`src/io_map_pkg.sv`:
```
// Purpose: Shared constants and carriers for the pulse-train and analog I/O map
// Assumes: 100 MHz control clock; settings in fixed point, 4096 counts = 100 %
// Notes: Parameter structs mirror the drive's configuration parameters
package io_map_pkg;
   // Clock and timing
   localparam int CLK_HZ = 100_000_000;
   localparam int GATE_MS = 100;
   localparam int GATE_CYCLES = CLK_HZ / 1000 * GATE_MS;
   localparam int GATES_PER_SEC = 1000 / GATE_MS;
   localparam int MS_CYCLES = CLK_HZ / 1000;
   // Setting scale
   localparam logic [15:0] PCT100 = 16'h1000;
   localparam logic [15:0] PCT300 = 16'h3000;
   localparam int FRAC_BITS = 12;
   // Analog input routing
   localparam int ROUTE_COUNT = 11;
   localparam int TORQUE_ROUTE_INDEX = 6;
   localparam logic [1:0] CH_NONE = 2'h0;
   localparam logic [1:0] CH_FIRST = 2'h1;
   localparam logic [1:0] CH_SECOND = 2'h2;
   localparam logic [1:0] CH_BIPOLAR = 2'h3;
   // Pulse input destination code
   localparam logic [2:0] SRC_PULSE = 3'h5;
   localparam int FILT_FRAC = 8;
   localparam int DIV_STEPS = 26;
   // Analog output
   localparam logic [1:0] OUT_MODE_VOLT = 2'h1;
   localparam logic [1:0] OUT_MODE_CURR = 2'h3;
   localparam int AOUT_MAX = 1023;
   localparam int CUR_BASE = 205;
   localparam int CUR_SPAN_MUL = 819;
   localparam int GAIN_SHIFT = 10;
   // Pulse output
   localparam logic [1:0] PULSE_OUT_ON = 2'h1;
   localparam logic [1:0] MAGNITUDE_ON = 2'h1;
   localparam logic [16:0] PULSE_MAX_X10 = 17'h186a0;
   localparam logic [29:0] NCO_HALF = 30'h1dcd6500;
   localparam int DATA_COUNT = 16;

   typedef struct packed {
      logic [11:0] first;
      logic [11:0] second;
      logic signed [11:0] bipolar;
      logic first_half;
      logic second_half;
   } analog_in_type;

   typedef struct packed {
      logic [2:0] speed_source_select;
      logic [2:0] traverse_source_select;
      logic [2:0] torque_source_select;
      logic [13:0] pulse_low_endpoint;
      logic [13:0] pulse_high_endpoint;
      logic [2:0] pulse_filter_time_constant;
      logic [15:0] pulse_loss_timeout;
   } pulse_in_cfg_type;

   typedef struct packed {
      logic [1:0] range_mode;
      logic [3:0] source;
      logic [9:0] gain;
      logic signed [10:0] voltage_offset;
      logic signed [10:0] current_offset;
   } analog_out_cfg_type;

   typedef struct packed {
      logic [1:0] enable;
      logic [3:0] source;
      logic [13:0] scale_first;
      logic [13:0] scale_second;
      logic [1:0] magnitude_select;
   } pulse_out_cfg_type;

   typedef enum logic {DIV_IDLE, DIV_RUN} div_state_type;
endpackage

```
`src/pulse_train_and_analog_io_map.sv`:
```
// Purpose: Analog input routing, pulse-train input scaling, analog and pulse outputs
// Assumes: All pins synchronous to i_clk; parameters held stable while in use
// Notes: Pulse frequency measured over fixed gates; filter constant is a shift exponent
`timescale 1ns/1ps
module pulse_train_and_analog_io_map #(
   parameter int GATE_LEN = io_map_pkg::GATE_CYCLES,
   parameter int MS_LEN = io_map_pkg::MS_CYCLES
) (
   input wire logic i_clk,
   input wire logic i_reset_n,
   input wire io_map_pkg::analog_in_type i_analog_in,
   input wire logic [io_map_pkg::ROUTE_COUNT-1:0][1:0] i_analog_route_params,
   output logic [io_map_pkg::ROUTE_COUNT-1:0][15:0] o_settings,
   input wire logic i_pulse_input_terminal,
   output logic o_seq_in7,
   input wire io_map_pkg::pulse_in_cfg_type i_pulse_cfg,
   output logic [15:0] o_speed_pulse,
   output logic [15:0] o_traverse_pulse,
   output logic [15:0] o_torque_pulse,
   output logic o_pulse_off,
   input wire logic [io_map_pkg::DATA_COUNT-1:0][15:0] i_internal_data,
   input wire io_map_pkg::analog_out_cfg_type i_out_first_cfg,
   input wire io_map_pkg::analog_out_cfg_type i_out_second_cfg,
   output logic [9:0] o_analog_out_first,
   output logic [9:0] o_analog_out_second,
   output logic o_out_first_current,
   output logic o_out_second_current,
   input wire io_map_pkg::pulse_out_cfg_type i_pulse_out_cfg,
   input wire logic i_seq_out3,
   output logic o_pulse_output_terminal,
   output logic o_encoder_division_block
);

   // Raw channel to setting counts; half range drops the top bit and doubles the code
   function automatic logic [15:0] channel_value(input logic [1:0] sel,
                                                 input io_map_pkg::analog_in_type ain);
      logic [15:0] v;
      v = 16'h0000;
      unique case (sel)
         io_map_pkg::CH_NONE: v = 16'h0000;
         io_map_pkg::CH_FIRST: v = ain.first_half ? {4'h0, ain.first[10:0], 1'b0} :
                                   {4'h0, ain.first};
         io_map_pkg::CH_SECOND: v = ain.second_half ? {4'h0, ain.second[10:0], 1'b0} :
                                    {4'h0, ain.second};
         io_map_pkg::CH_BIPOLAR: v = {{3{ain.bipolar[11]}}, ain.bipolar, 1'b0};
      endcase
      return v;
   endfunction

   // Data times gain plus offset, clamped to the 10-bit output span
   function automatic logic [9:0] aout_code(input io_map_pkg::analog_out_cfg_type cfg,
                                            input logic [15:0] data);
      int scaled;
      int sum;
      scaled = ($signed(data) * int'(cfg.gain)) >>> io_map_pkg::GAIN_SHIFT;
      sum = 0;
      if (cfg.range_mode == io_map_pkg::OUT_MODE_VOLT)
         sum = scaled + int'(cfg.voltage_offset);
      else if (cfg.range_mode == io_map_pkg::OUT_MODE_CURR)
         sum = io_map_pkg::CUR_BASE + ((scaled * io_map_pkg::CUR_SPAN_MUL) >>> 10)
               + int'(cfg.current_offset);
      if (sum < 0)
         sum = 0;
      else if (sum > io_map_pkg::AOUT_MAX)
         sum = io_map_pkg::AOUT_MAX;
      return sum[9:0];
   endfunction

   // Analog input routing
   logic [io_map_pkg::ROUTE_COUNT-1:0][15:0] settings_next;
   genvar gi;
   generate
      for (gi = 0; gi < io_map_pkg::ROUTE_COUNT; gi++)
      begin : g_route
         wire logic [15:0] raw_value = channel_value(i_analog_route_params[gi], i_analog_in);
         if (gi == io_map_pkg::TORQUE_ROUTE_INDEX)
         begin : g_torque
            // Torque route scales first-channel input to three times the normal span
            assign settings_next[gi] = (i_analog_route_params[gi] == io_map_pkg::CH_FIRST) ?
                                       16'(raw_value * 16'h0003) : raw_value;
         end
         else
         begin : g_plain
            assign settings_next[gi] = raw_value;
         end
      end
   endgenerate

   // Register routed settings
   always_ff @(posedge i_clk or negedge i_reset_n)
   begin
      if (!i_reset_n)
         o_settings <= '0;
      else
         o_settings <= settings_next;
   end

   // Pulse input use decode
   wire logic sel_speed = (i_pulse_cfg.speed_source_select == io_map_pkg::SRC_PULSE);
   wire logic sel_traverse = (i_pulse_cfg.traverse_source_select == io_map_pkg::SRC_PULSE);
   wire logic sel_torque = (i_pulse_cfg.torque_source_select == io_map_pkg::SRC_PULSE);
   wire logic pulse_in_used = sel_speed | sel_traverse | sel_torque;
   assign o_seq_in7 = pulse_in_used ? 1'b0 : i_pulse_input_terminal;

   // Edge detection and gate timing
   logic pin_reg;
   logic [31:0] gate_reg;
   logic [10:0] edge_count_reg;
   logic [31:0] ms_reg;
   logic [15:0] silence_reg;
   logic lost_reg;
   wire logic rise = i_pulse_input_terminal & ~pin_reg;
   wire logic gate_end = (gate_reg == 32'(GATE_LEN - 1));
   wire logic ms_tick = (ms_reg == 32'(MS_LEN - 1));
   wire logic [13:0] freq_raw = 14'(edge_count_reg * 11'(io_map_pkg::GATES_PER_SEC));
   wire logic silence_full = (i_pulse_cfg.pulse_loss_timeout != 16'h0000) &&
                             (silence_reg >= i_pulse_cfg.pulse_loss_timeout);

   always_ff @(posedge i_clk or negedge i_reset_n)
   begin
      if (!i_reset_n)
      begin
         pin_reg <= 1'b0;
         gate_reg <= 32'h0000_0000;
         edge_count_reg <= 11'h000;
      end
      else
      begin
         pin_reg <= i_pulse_input_terminal;
         gate_reg <= gate_end ? 32'h0000_0000 : gate_reg + 32'h0000_0001;
         if (gate_end)
            edge_count_reg <= {10'h000, rise};
         else if (rise && edge_count_reg != 11'h7ff)
            edge_count_reg <= edge_count_reg + 11'h001;
      end
   end

   // Pulse loss timer in milliseconds since the last edge
   always_ff @(posedge i_clk or negedge i_reset_n)
   begin
      if (!i_reset_n)
      begin
         ms_reg <= 32'h0000_0000;
         silence_reg <= 16'h0000;
         lost_reg <= 1'b1;
      end
      else
      begin
         ms_reg <= (ms_tick || rise) ? 32'h0000_0000 : ms_reg + 32'h0000_0001;
         if (rise)
            silence_reg <= 16'h0000;
         else if (ms_tick && silence_reg != 16'hffff)
            silence_reg <= silence_reg + 16'h0001;
         if (rise)
            lost_reg <= 1'b0;
         else if (silence_full)
            lost_reg <= 1'b1;
      end
   end

   // First-order low-pass on the detected frequency, updated once per gate
   logic [21:0] filt_reg;
   wire logic [21:0] raw_fixed = {freq_raw, 8'h00};
   wire logic signed [22:0] filt_err = $signed({1'b0, raw_fixed}) - $signed({1'b0, filt_reg});
   wire logic [21:0] filt_step = 22'(filt_err >>> i_pulse_cfg.pulse_filter_time_constant);
   wire logic [21:0] filt_next = (i_pulse_cfg.pulse_filter_time_constant == 3'h0) ?
                                 raw_fixed : filt_reg + filt_step;

   always_ff @(posedge i_clk or negedge i_reset_n)
   begin
      if (!i_reset_n)
         filt_reg <= 22'h000000;
      else if (lost_reg)
         filt_reg <= 22'h000000;
      else if (gate_end)
         filt_reg <= filt_next;
   end

   // Endpoint clamping ahead of the divider
   wire logic [13:0] freq_filt = filt_reg[21:io_map_pkg::FILT_FRAC];
   wire logic [13:0] f_low = i_pulse_cfg.pulse_low_endpoint;
   wire logic [13:0] f_high = i_pulse_cfg.pulse_high_endpoint;
   wire logic below_low = (freq_filt <= f_low) || (f_high <= f_low);
   wire logic above_high = (freq_filt >= f_high);
   wire logic [13:0] div_den = f_high - f_low;
   wire logic [25:0] div_start = {freq_filt - f_low, 12'h000};

   // Serial restoring divider for the linear map
   io_map_pkg::div_state_type div_state_reg;
   logic [25:0] div_num_reg;
   logic [14:0] div_rem_reg;
   logic [4:0] div_count_reg;
   logic start_reg;
   logic [12:0] map_reg;
   wire logic [14:0] rem_shift = {div_rem_reg[13:0], div_num_reg[25]};
   wire logic rem_fits = (rem_shift >= {1'b0, div_den});
   wire logic div_last = (div_count_reg == 5'(io_map_pkg::DIV_STEPS - 1));

   always_ff @(posedge i_clk or negedge i_reset_n)
   begin
      if (!i_reset_n)
      begin
         div_state_reg <= io_map_pkg::DIV_IDLE;
         div_num_reg <= 26'h0000000;
         div_rem_reg <= 15'h0000;
         div_count_reg <= 5'h00;
         start_reg <= 1'b0;
         map_reg <= 13'h0000;
      end
      else
      begin
         start_reg <= gate_end;
         unique case (div_state_reg)
            io_map_pkg::DIV_IDLE:
            begin
               if (start_reg && below_low)
                  map_reg <= 13'h0000;
               else if (start_reg && above_high)
                  map_reg <= io_map_pkg::PCT100[12:0];
               else if (start_reg)
               begin
                  div_num_reg <= div_start;
                  div_rem_reg <= 15'h0000;
                  div_count_reg <= 5'h00;
                  div_state_reg <= io_map_pkg::DIV_RUN;
               end
            end
            io_map_pkg::DIV_RUN:
            begin
               div_rem_reg <= rem_fits ? rem_shift - {1'b0, div_den} : rem_shift;
               div_num_reg <= {div_num_reg[24:0], rem_fits};
               div_count_reg <= div_count_reg + 5'h01;
               if (div_last)
               begin
                  map_reg <= {div_num_reg[11:0], rem_fits};
                  div_state_reg <= io_map_pkg::DIV_IDLE;
               end
            end
         endcase
      end
   end

   // Destination values; torque triples the span and never exceeds 300 percent
   wire logic [15:0] map_pct100 = {3'h0, map_reg};
   wire logic [15:0] map_pct300 = 16'(map_pct100 * 16'h0003);

   always_ff @(posedge i_clk or negedge i_reset_n)
   begin
      if (!i_reset_n)
      begin
         o_speed_pulse <= 16'h0000;
         o_traverse_pulse <= 16'h0000;
         o_torque_pulse <= 16'h0000;
         o_pulse_off <= 1'b1;
      end
      else
      begin
         o_speed_pulse <= (sel_speed && !lost_reg) ? map_pct100 : 16'h0000;
         o_traverse_pulse <= (sel_traverse && !lost_reg) ? map_pct100 : 16'h0000;
         o_torque_pulse <= (sel_torque && !lost_reg) ? map_pct300 : 16'h0000;
         o_pulse_off <= lost_reg;
      end
   end

   // Analog outputs
   wire logic [9:0] aout_first_next =
      aout_code(i_out_first_cfg, i_internal_data[i_out_first_cfg.source]);
   wire logic [9:0] aout_second_next =
      aout_code(i_out_second_cfg, i_internal_data[i_out_second_cfg.source]);

   always_ff @(posedge i_clk or negedge i_reset_n)
   begin
      if (!i_reset_n)
      begin
         o_analog_out_first <= 10'h000;
         o_analog_out_second <= 10'h000;
         o_out_first_current <= 1'b0;
         o_out_second_current <= 1'b0;
      end
      else
      begin
         o_analog_out_first <= aout_first_next;
         o_analog_out_second <= aout_second_next;
         o_out_first_current <=
            (i_out_first_cfg.range_mode == io_map_pkg::OUT_MODE_CURR);
         o_out_second_current <=
            (i_out_second_cfg.range_mode == io_map_pkg::OUT_MODE_CURR);
      end
   end

   // Pulse output frequency demand in tenths of a hertz
   wire logic pulse_out_on = (i_pulse_out_cfg.enable == io_map_pkg::PULSE_OUT_ON);
   wire logic [15:0] pout_data = i_internal_data[i_pulse_out_cfg.source];
   wire logic pout_negative = pout_data[15];
   wire logic [15:0] pout_mag = pout_negative ? 16'(-pout_data) : pout_data;
   wire logic mag_on = (i_pulse_out_cfg.magnitude_select == io_map_pkg::MAGNITUDE_ON);
   wire logic [13:0] pout_scale = pout_negative ? i_pulse_out_cfg.scale_second :
                                  i_pulse_out_cfg.scale_first;
   wire logic [33:0] pout_prod = 34'(pout_mag * pout_scale * 34'h000000000a);
   wire logic [21:0] pout_x10 = pout_prod[33:io_map_pkg::FRAC_BITS];
   wire logic [16:0] pout_capped = (pout_x10 > {5'h00, io_map_pkg::PULSE_MAX_X10}) ?
                                   io_map_pkg::PULSE_MAX_X10 : pout_x10[16:0];
   wire logic [16:0] pout_next = (!pulse_out_on || (pout_negative && !mag_on)) ?
                                 17'h00000 : pout_capped;

   // Phase accumulator toggles the pulse every half period
   logic [16:0] pout_freq_reg;
   logic [29:0] nco_reg;
   logic pulse_reg;
   wire logic [29:0] nco_sum = nco_reg + {13'h0000, pout_freq_reg};
   wire logic nco_wrap = (nco_sum >= io_map_pkg::NCO_HALF);

   always_ff @(posedge i_clk or negedge i_reset_n)
   begin
      if (!i_reset_n)
      begin
         pout_freq_reg <= 17'h00000;
         nco_reg <= 30'h00000000;
         pulse_reg <= 1'b0;
      end
      else
      begin
         pout_freq_reg <= pout_next;
         if (pout_freq_reg == 17'h00000)
         begin
            nco_reg <= 30'h00000000;
            pulse_reg <= 1'b0;
         end
         else
         begin
            nco_reg <= nco_wrap ? nco_sum - io_map_pkg::NCO_HALF : nco_sum;
            pulse_reg <= nco_wrap ? ~pulse_reg : pulse_reg;
         end
      end
   end

   // Terminal three carries pulses while enabled and locks out encoder division
   assign o_pulse_output_terminal = pulse_out_on ? pulse_reg : i_seq_out3;
   assign o_encoder_division_block = pulse_out_on;

endmodule

```
`config.mk`:
```
export PLATFORM = sky130hd
export DESIGN_NAME = pulse_train_and_analog_io_map
export DESIGN_NICKNAME = d
export VERILOG_FILES = /design/src/io_map_pkg.sv /design/src/pulse_train_and_analog_io_map.sv
export SDC_FILE = /design/constraint.sdc
export NUM_CORES = 2
export LEC_CHECK = 0
export BUFFER_PORTS_ARGS = -buffer_cell sky130_fd_sc_hd__buf_2
export CORE_MARGIN = 2
export CORE_UTILIZATION = 40
export CTS_CLUSTER_SIZE = 24
export DETAILED_ROUTE_END_ITERATION = 10
export SLEW_MARGIN = 0
export SYNTH_ARGS = -nofsm -noshare
export SYNTH_HDL_FRONTEND = slang
export SYNTH_SLANG_ARGS = --single-unit
```
`constraint.sdc`:
```
create_clock -name i_clk -period 8.25 [get_ports i_clk]
set_input_delay 0.4125 -clock i_clk [delete_from_list [all_inputs] [get_ports i_clk]]
set_output_delay 0.4125 -clock i_clk [all_outputs]
set_load 0.005 [all_outputs]
```
# After elaboration in Yosys (flattened, before gate mapping)
# Index checks and enable logic that the tools add are counted.
# Widths: inputs -> output; s select.
totals:
  ff_bits: 463
  output_inout_bits: 250
  wordCells: 246
op_classes:
  n_addsub: 19
  n_mul: 9
  order_cmp: 14
  eq_ne: 52
  shift: 1
  muxes: 74
  bitwise: 6
  reduce_logical: 36
ops:
  columns: ["op", "count"]
  rows:
  - ["$pmux 16 s4", 11]
  - ["$bmux 16 s4", 3]
  - ["$mux 32", 6]
  - ["$mux 16", 7]
  - ["$mux 26", 3]
  - ["$mux 14", 5]
  - ["$mux 22", 3]
  - ["$mux 13", 5]
  - ["$add 32x1->32 const B", 2]
  - ["$gt 32x11->1 const B", 2]
  - ["$lt 32x1->1 const B", 2]
  - ["$mux 30", 2]
  - ["$mul 17x11->28 const B", 2]
  - ["$mul 16x11->27", 2]
  - ["$pmux 26 s2", 1]
  - ["$eq 2x2->1 const B", 24]
  - ["$sub 14x14->14", 3]
  - ["$add 19x11->20", 2]
  - ["$mux 10", 4]
  - ["$add 9x18->19 const A", 2]
  - ["$add 17x11->18", 2]
  - ["$mux 17", 2]
  - ["$mul 30x3->33 const B", 1]
  - ["$eq 32x17->1 const B", 1]
  - ["51 further kinds", 114]

# Logic depth before layout (Yosys ltp)
logic_depth:
  word_depth: 11
  ltp_mapped: 61
  depth_no_buf: 58

# Worst setup path after synthesis
# OpenSTA, ideal clock, no wires.
synth_path:
  path_type: "input port to flip-flop"
  from: "input i_out_first_cfg[32] (netlist bit)"
  to: "register o_analog_out_first[3]"
  setup_ps: 138
  arrival_time_ps: 14410
  path_slack_ps: -6298
  path_stages: 53
  cell_sequence: "buf_4 -> buf_6 -> buf_1 -> buf_1 -> mux4_2 -> mux4_2 -> nand2_1 -> fa_1 -> fa_1 -> inv_1 -> fa_1 -> fa_1 -> inv_1 -> fa_1 -> inv_1 -> ha_1 -> inv_1 -> nor2_1 -> [... 17 more ...] -> inv_1 -> ha_1 -> o41ai_1 -> nor2b_1 -> o21a_1 -> o21a_1 -> nor2_1 -> xnor2_1 -> ha_1 -> ha_1 -> clkbuf_1 -> nand3_1 -> a21oi_1 -> o31a_1 -> or3_1 -> a221oi_1 -> o32a_1 -> o21ai_0"
synth_between:
  elab_chain_cells: 11
  word_cells_on_any_way: 13
  cone_classes: "add/sub: 3; mul: 2; order compare: 2; mux: 6"
synth_rtl:
  columns: ["item", "line_no", "rtl"]
  rows:
  - ["from (decl)", "pulse_train_and_analog_io_map.sv:22", "input wire io_map_pkg::analog_out_cfg_type i_out_first_cfg,"]
  - ["$bmux 16 s4 (*)", "pulse_train_and_analog_io_map.sv:267", "aout_code(i_out_first_cfg, i_internal_data[i_out_first_cfg.source]);"]
  - ["$mux 16 (implied by the code) (*)", "pulse_train_and_analog_io_map.sv:267", null]
  - ["$mul 16x11->27 (*)", "pulse_train_and_analog_io_map.sv:55", "scaled = ($signed(data) * int'(cfg.gain)) >>> io_map_pkg::GAIN_SHIFT;"]
  - ["$mul 17x11->28", "pulse_train_and_analog_io_map.sv:60", "sum = io_map_pkg::CUR_BASE + ((scaled * io_map_pkg::CUR_SPAN_MUL) >>> 10)"]
  - ["$add 9x18->19", "pulse_train_and_analog_io_map.sv:60", null]
  - ["$add 19x11->20", "pulse_train_and_analog_io_map.sv:61", "+ int'(cfg.current_offset);"]
  - ["$mux 32", "pulse_train_and_analog_io_map.sv:59", "else if (cfg.range_mode == io_map_pkg::OUT_MODE_CURR)"]
  - ["$mux 32 (*)", "pulse_train_and_analog_io_map.sv:57", "if (cfg.range_mode == io_map_pkg::OUT_MODE_VOLT)"]
  - ["$gt 32x11->1", "pulse_train_and_analog_io_map.sv:64", "else if (sum > io_map_pkg::AOUT_MAX)"]
  - ["$mux 10", "pulse_train_and_analog_io_map.sv:64", null]
  - ["$mux 10 (*)", "pulse_train_and_analog_io_map.sv:62", "if (sum < 0)"]
  - ["net aout_first_next[3]", "pulse_train_and_analog_io_map.sv:266", "wire logic [9:0] aout_first_next ="]
  - ["to (signal assigned)", "pulse_train_and_analog_io_map.sv:282", "o_analog_out_first <= aout_first_next;"]
  - ["to (decl)", "pulse_train_and_analog_io_map.sv:24", "output logic [9:0] o_analog_out_first,"]
# Mark *: on every way through the listed nets, which the timed path passes. The rest lies on a longest branch. The select of a mux whose other input is x is not followed.
# A chain may end at the register's enable or synchronous reset.

# Worst setup path in the final report
layout_path:
  from: "input i_out_first_cfg[32] (netlist bit)"
  to: "register o_analog_out_first[6]"
# Same word-level chain as after synthesis.

==> parameters.txt <==
Parameter                              Value

Run status
  Outcome    finished, violations left
  Violated checks    negative setup slack

Global routing
  Pin count of the biggest net entering global routing    118
  Global-route met1 utilization    31.4%
  Global-route wire length before repair    321000 um
  GR Util met3    3.51%
  Antenna violations before repair    79
  GRT busiest layer    met2
  Global routing met2 resource utilization    45.0%
  Via count of the first global-routing pass    56200
  Global-route usage over all layers    25.8%
  Global route overflow    0

Critical path
  CP dominant cell by count    sky130_fd_sc_hd__fa_1
  Data required time at the worst endpoint    8.74 ns
  Setup slack, reg-to-reg    1.71 ns
  Total number of cells along the worst setup path    55
  Reg2Reg Depth    25
  Reg-to-reg endpoint    filt_reg[21]$_DFFE_PN0P_
  Critical R2R Launch    filt_reg[2]$_DFFE_PN0P_
  Master of the slowest instance on the critical path    sky130_fd_sc_hd__mux4_2
  Critical Path Sink Type    flop
  Kind of cell adding the most delay to the critical path    adder cells
  Start-to-end type of the worst setup path    primary input to flop
  Worst Path Buf+Inv    14
  Highest fanout seen on the critical path    7
  Largest incremental delay on the critical path    0.58 ns
  Launching element type of the critical path    primary input
  Data arrival, critical path    13.05 ns

STA
  RSZ-0062 raised after global routing    yes
  Total Neg Setup Slack    -114.64 ns
  Number of slew-limit violations in the final report    0
  Worst Max-Slew Pin Slew    1.16 ns
  Worst relative slew slack    22.9%
  Part of the cycle the worst path needs    152%
  Post-Route Skew    0.0185 ns
  Setup violations, final    37
  Highest attainable clock frequency    79.6 MHz
  Count of endpoints failing hold in the final timing report    0
  Clock period minus final worst setup slack    12.57 ns
  Post-layout worst setup margin    -4.32 ns

Floorplan
  Die height    399 um
  Core Box Area    156000 um^2
  Die X    399 um
  Initial core utilization    40.1%
  Count of pins on the block boundary    738
  DIE AREA    159000 um^2
  Std cell rows    145

Logic synthesis
  Fraction of the yosys area taken by sequential cells    17.3%
  Number of synthesized register bits    432
  Synthesized-area fraction occupied by adder cells    31.8%
  Multiplexer fraction of the synthesized cell area    11.2%
  Number of library cell types mapped by synthesis    94
  Summed instance area of the synthesized netlist    62400 um^2
  Area share of and/or/nand/nor cells after synthesis    14.9%
  FFs w/ async S/R, synth    100%
  Cells after Synth    6725
  Top_reg_cell synth    sky130_fd_sc_hd__dfrtp_1
  Share of the synthesized area in compound gates (AO/OA/AOI/OAI)    12.0%
  Dominant combinational cell family by area after synthesis    adder cells
  Count of flip-flops with a built-in enable after synthesis    0
  Per-instance average area after synthesis    9.29 um^2
  Synthesis Warnings    0
  Post-synthesis share of cell area spent on xor and xnor gates    5.37%

Drt
  Final routed wire length divided by cell count    20.2 um
  Number of vias per cell    5.32
  Detail Route Antenna Nets    0
  Iteration count of the initial detailed-routing pass    6
  Routed vias    55900
  Sum of routed wire length over all layers    212000 um
  DRC violations left    0
  Number of DRC markers in iteration 0    3400

Finish
  Area Growth Syn to Fin    29.8%
  Number of flip-flops in the largest register    145
  Fraction of layout cells with a size suffix above 1    31.8%
  Count of nets after finishing    10100
  Count of filler cells inserted in the layout    14300

Run
  Max_cap viols    0

Placement
  I/O Buffers    730
  Final HPWL from detailed placement    174000 um
  Global placer's final weighted congestion    0.970

Clock network
  Source-to-sink clock delay at the later pin of the worst-skew pair    0.64 ns
  Clock tree root buffer cell    sky130_fd_sc_hd__clkbuf_16
  Clock edge transition at the registers on the reported setup and hold paths    0.06 ns
  Sinks on the clock net    432
  Clock tree from TritonCTS    done
  H-Tree Level Count    2
  Maximum count of clock buffers along a single path    3
  Clock buffer count from CTS    49

Worst hold path
  Hold path start    i_pulse_cfg[51]
  Hold-critical path endpoint    o_traverse_pulse[11]$_DFF_PN0_
  Worst hold path depth    3
  Class of the tightest hold or removal check    primary input to flop
[through the flow]
step	cells	worst slack (ns)	cell area [um^2]	hold WS, ns	utilization [%]
floorplan	6731	-4.63	63400	0.117	-
global placement	10300	-5.17	76100	0.457	48.9
detailed placement	10300	-5.47	76100	0.460	48.9
CTS	10400	-4.28	79800	0.0389	51.2
global route	10500	-4.73	81100	0.0823	52.1
finish	10500	-4.32	81100	0.0879	52.1
[cells in the final DEF (no fill, tap or decap), types with 25 or more instances in the layout]
| cell | count |
|---|---|
| sky130_fd_sc_hd__a211oi_1 | 30 |
| sky130_fd_sc_hd__a21o_1 | 85 |
| sky130_fd_sc_hd__a21oi_1 | 197 |
| sky130_fd_sc_hd__a21oi_2 | 41 |
| sky130_fd_sc_hd__and2_1 | 211 |
| sky130_fd_sc_hd__and3_1 | 43 |
| sky130_fd_sc_hd__buf_12 | 28 |
| sky130_fd_sc_hd__buf_2 | 726 |
| sky130_fd_sc_hd__buf_4 | 1069 |
| sky130_fd_sc_hd__buf_6 | 34 |
| sky130_fd_sc_hd__clkbuf_16 | 51 |
| sky130_fd_sc_hd__dfrtp_1 | 429 |
| sky130_fd_sc_hd__diode_2 | 34 |
| sky130_fd_sc_hd__fa_1 | 563 |
| sky130_fd_sc_hd__ha_1 | 588 |
| sky130_fd_sc_hd__ha_4 | 62 |
| sky130_fd_sc_hd__inv_1 | 854 |
| sky130_fd_sc_hd__inv_2 | 36 |
| sky130_fd_sc_hd__mux2_2 | 49 |
| sky130_fd_sc_hd__mux2i_1 | 124 |
| sky130_fd_sc_hd__mux4_2 | 230 |
| sky130_fd_sc_hd__nand2_1 | 561 |
| sky130_fd_sc_hd__nand2_2 | 32 |
| sky130_fd_sc_hd__nand2b_1 | 168 |
| sky130_fd_sc_hd__nand3_1 | 95 |
| sky130_fd_sc_hd__nand4_1 | 40 |
| sky130_fd_sc_hd__nor2_1 | 415 |
| sky130_fd_sc_hd__nor2b_1 | 70 |
| sky130_fd_sc_hd__nor3_1 | 66 |
| sky130_fd_sc_hd__nor4_1 | 25 |
| sky130_fd_sc_hd__o211ai_1 | 130 |
| sky130_fd_sc_hd__o21a_1 | 47 |
| sky130_fd_sc_hd__o21ai_0 | 314 |
| sky130_fd_sc_hd__o21ai_2 | 25 |
| sky130_fd_sc_hd__o21bai_1 | 28 |
| sky130_fd_sc_hd__or3_1 | 33 |
| sky130_fd_sc_hd__xnor2_1 | 235 |
| sky130_fd_sc_hd__xor2_1 | 112 |
[metal layers]
| layer | wire length [um] | vias to the layer above |
|---|---|---|
| met5 | 206 | - |
| met4 | 11500 | 30 |
| met3 | 12700 | 472 |
| met2 | 104000 | 1924 |
| met1 | 83800 | 27200 |
| li1 | - | 26200 |
[repair_timing]
item,in CTS,in global routing
endpoints found under the hold margin,113,0
hold buffers,2,0
gates resized for setup,223,188
setup endpoints to repair,37,37
gates cloned,15,2
pin swaps,192,198
setup buffers,70,41
[worst reg2reg max path: cells and delay by family, from the launching register on]
kind / cells / cell delay [ns]
buf+inv: 1 / 0.19
mux: 1 / 0.35
xor+xnor: 1 / 0.19
simple gates: 3 / 0.87
flops: 1 / 0.44
fa+ha+maj: 1 / 0.28
compound gates: 18 / 4.10
[Yosys cell counts, types with 120 or more instances]
| cell type | number | area share, % |
|---|---|---|
| sky130_fd_sc_hd__fa_1 | 575 | 18 |
| sky130_fd_sc_hd__mux2i_1 | 126 | 2.0 |
| sky130_fd_sc_hd__dfrtp_1 | 430 | 17 |
| sky130_fd_sc_hd__xor2_1 | 120 | 1.7 |
| sky130_fd_sc_hd__o211ai_1 | 130 | 1.6 |
| sky130_fd_sc_hd__nor2_1 | 440 | 2.6 |
| sky130_fd_sc_hd__xnor2_1 | 263 | 3.7 |
| sky130_fd_sc_hd__clkbuf_1 | 203 | 1.2 |
| sky130_fd_sc_hd__a21oi_1 | 240 | 1.9 |
| sky130_fd_sc_hd__and2_1 | 220 | 2.2 |
| sky130_fd_sc_hd__nand2_1 | 595 | 3.6 |
| sky130_fd_sc_hd__inv_1 | 892 | 5.4 |
| sky130_fd_sc_hd__o21ai_0 | 355 | 2.8 |
| sky130_fd_sc_hd__mux4_2 | 228 | 8.2 |
| sky130_fd_sc_hd__nand2b_1 | 169 | 1.7 |
| sky130_fd_sc_hd__ha_1 | 663 | 13 |
[worst max path at each step]
stage	startpoint	end	slack, ns
5_1_grt	i_out_first_cfg[32]	o_analog_out_first[4]$_DFF_PN0_	-4.73
6_report	i_out_first_cfg[32]	o_analog_out_first[6]$_DFF_PN0_	-4.32
3_3_place_gp	i_out_second_cfg[32]	o_analog_out_second[1]$_DFF_PN0_	-5.17
2_1_floorplan	i_out_first_cfg[32]	o_analog_out_first[3]$_DFF_PN0_	-4.63
3_5_place_dp	i_out_second_cfg[32]	o_analog_out_second[0]$_DFF_PN0_	-5.47
4_1_cts	i_out_first_cfg[32]	o_analog_out_first[8]$_DFF_PN0_	-4.28
[kinds of logic after synthesis]
| kind of cell | after synthesis |
|---|---|
| buf+inv | 1179 |
| xor+xnor | 383 |
| flops | 432 |
| other cells | 1 |
| mux | 407 |
| compound gates | 1164 |
| fa+ha+maj | 1243 |
| simple gates | 1916 |
[area by class of cell]
class	count	area (um^2)	share of cell area (%)
diodes	34	85.1	0.105
clock buffers	55	1290	1.59
clock inverters	34	402	0.495
inverters	894	3360	4.15
multi-input cells	5124	49500	61.0
flip-flops and latches	432	10800	13.3
well taps	2058	2570	3.18
repair buffers	1877	13100	16.1
Power is left out: the tool's default activity adds up to more than one toggle a clock period on the data nets, which glitch-free logic cannot reach.
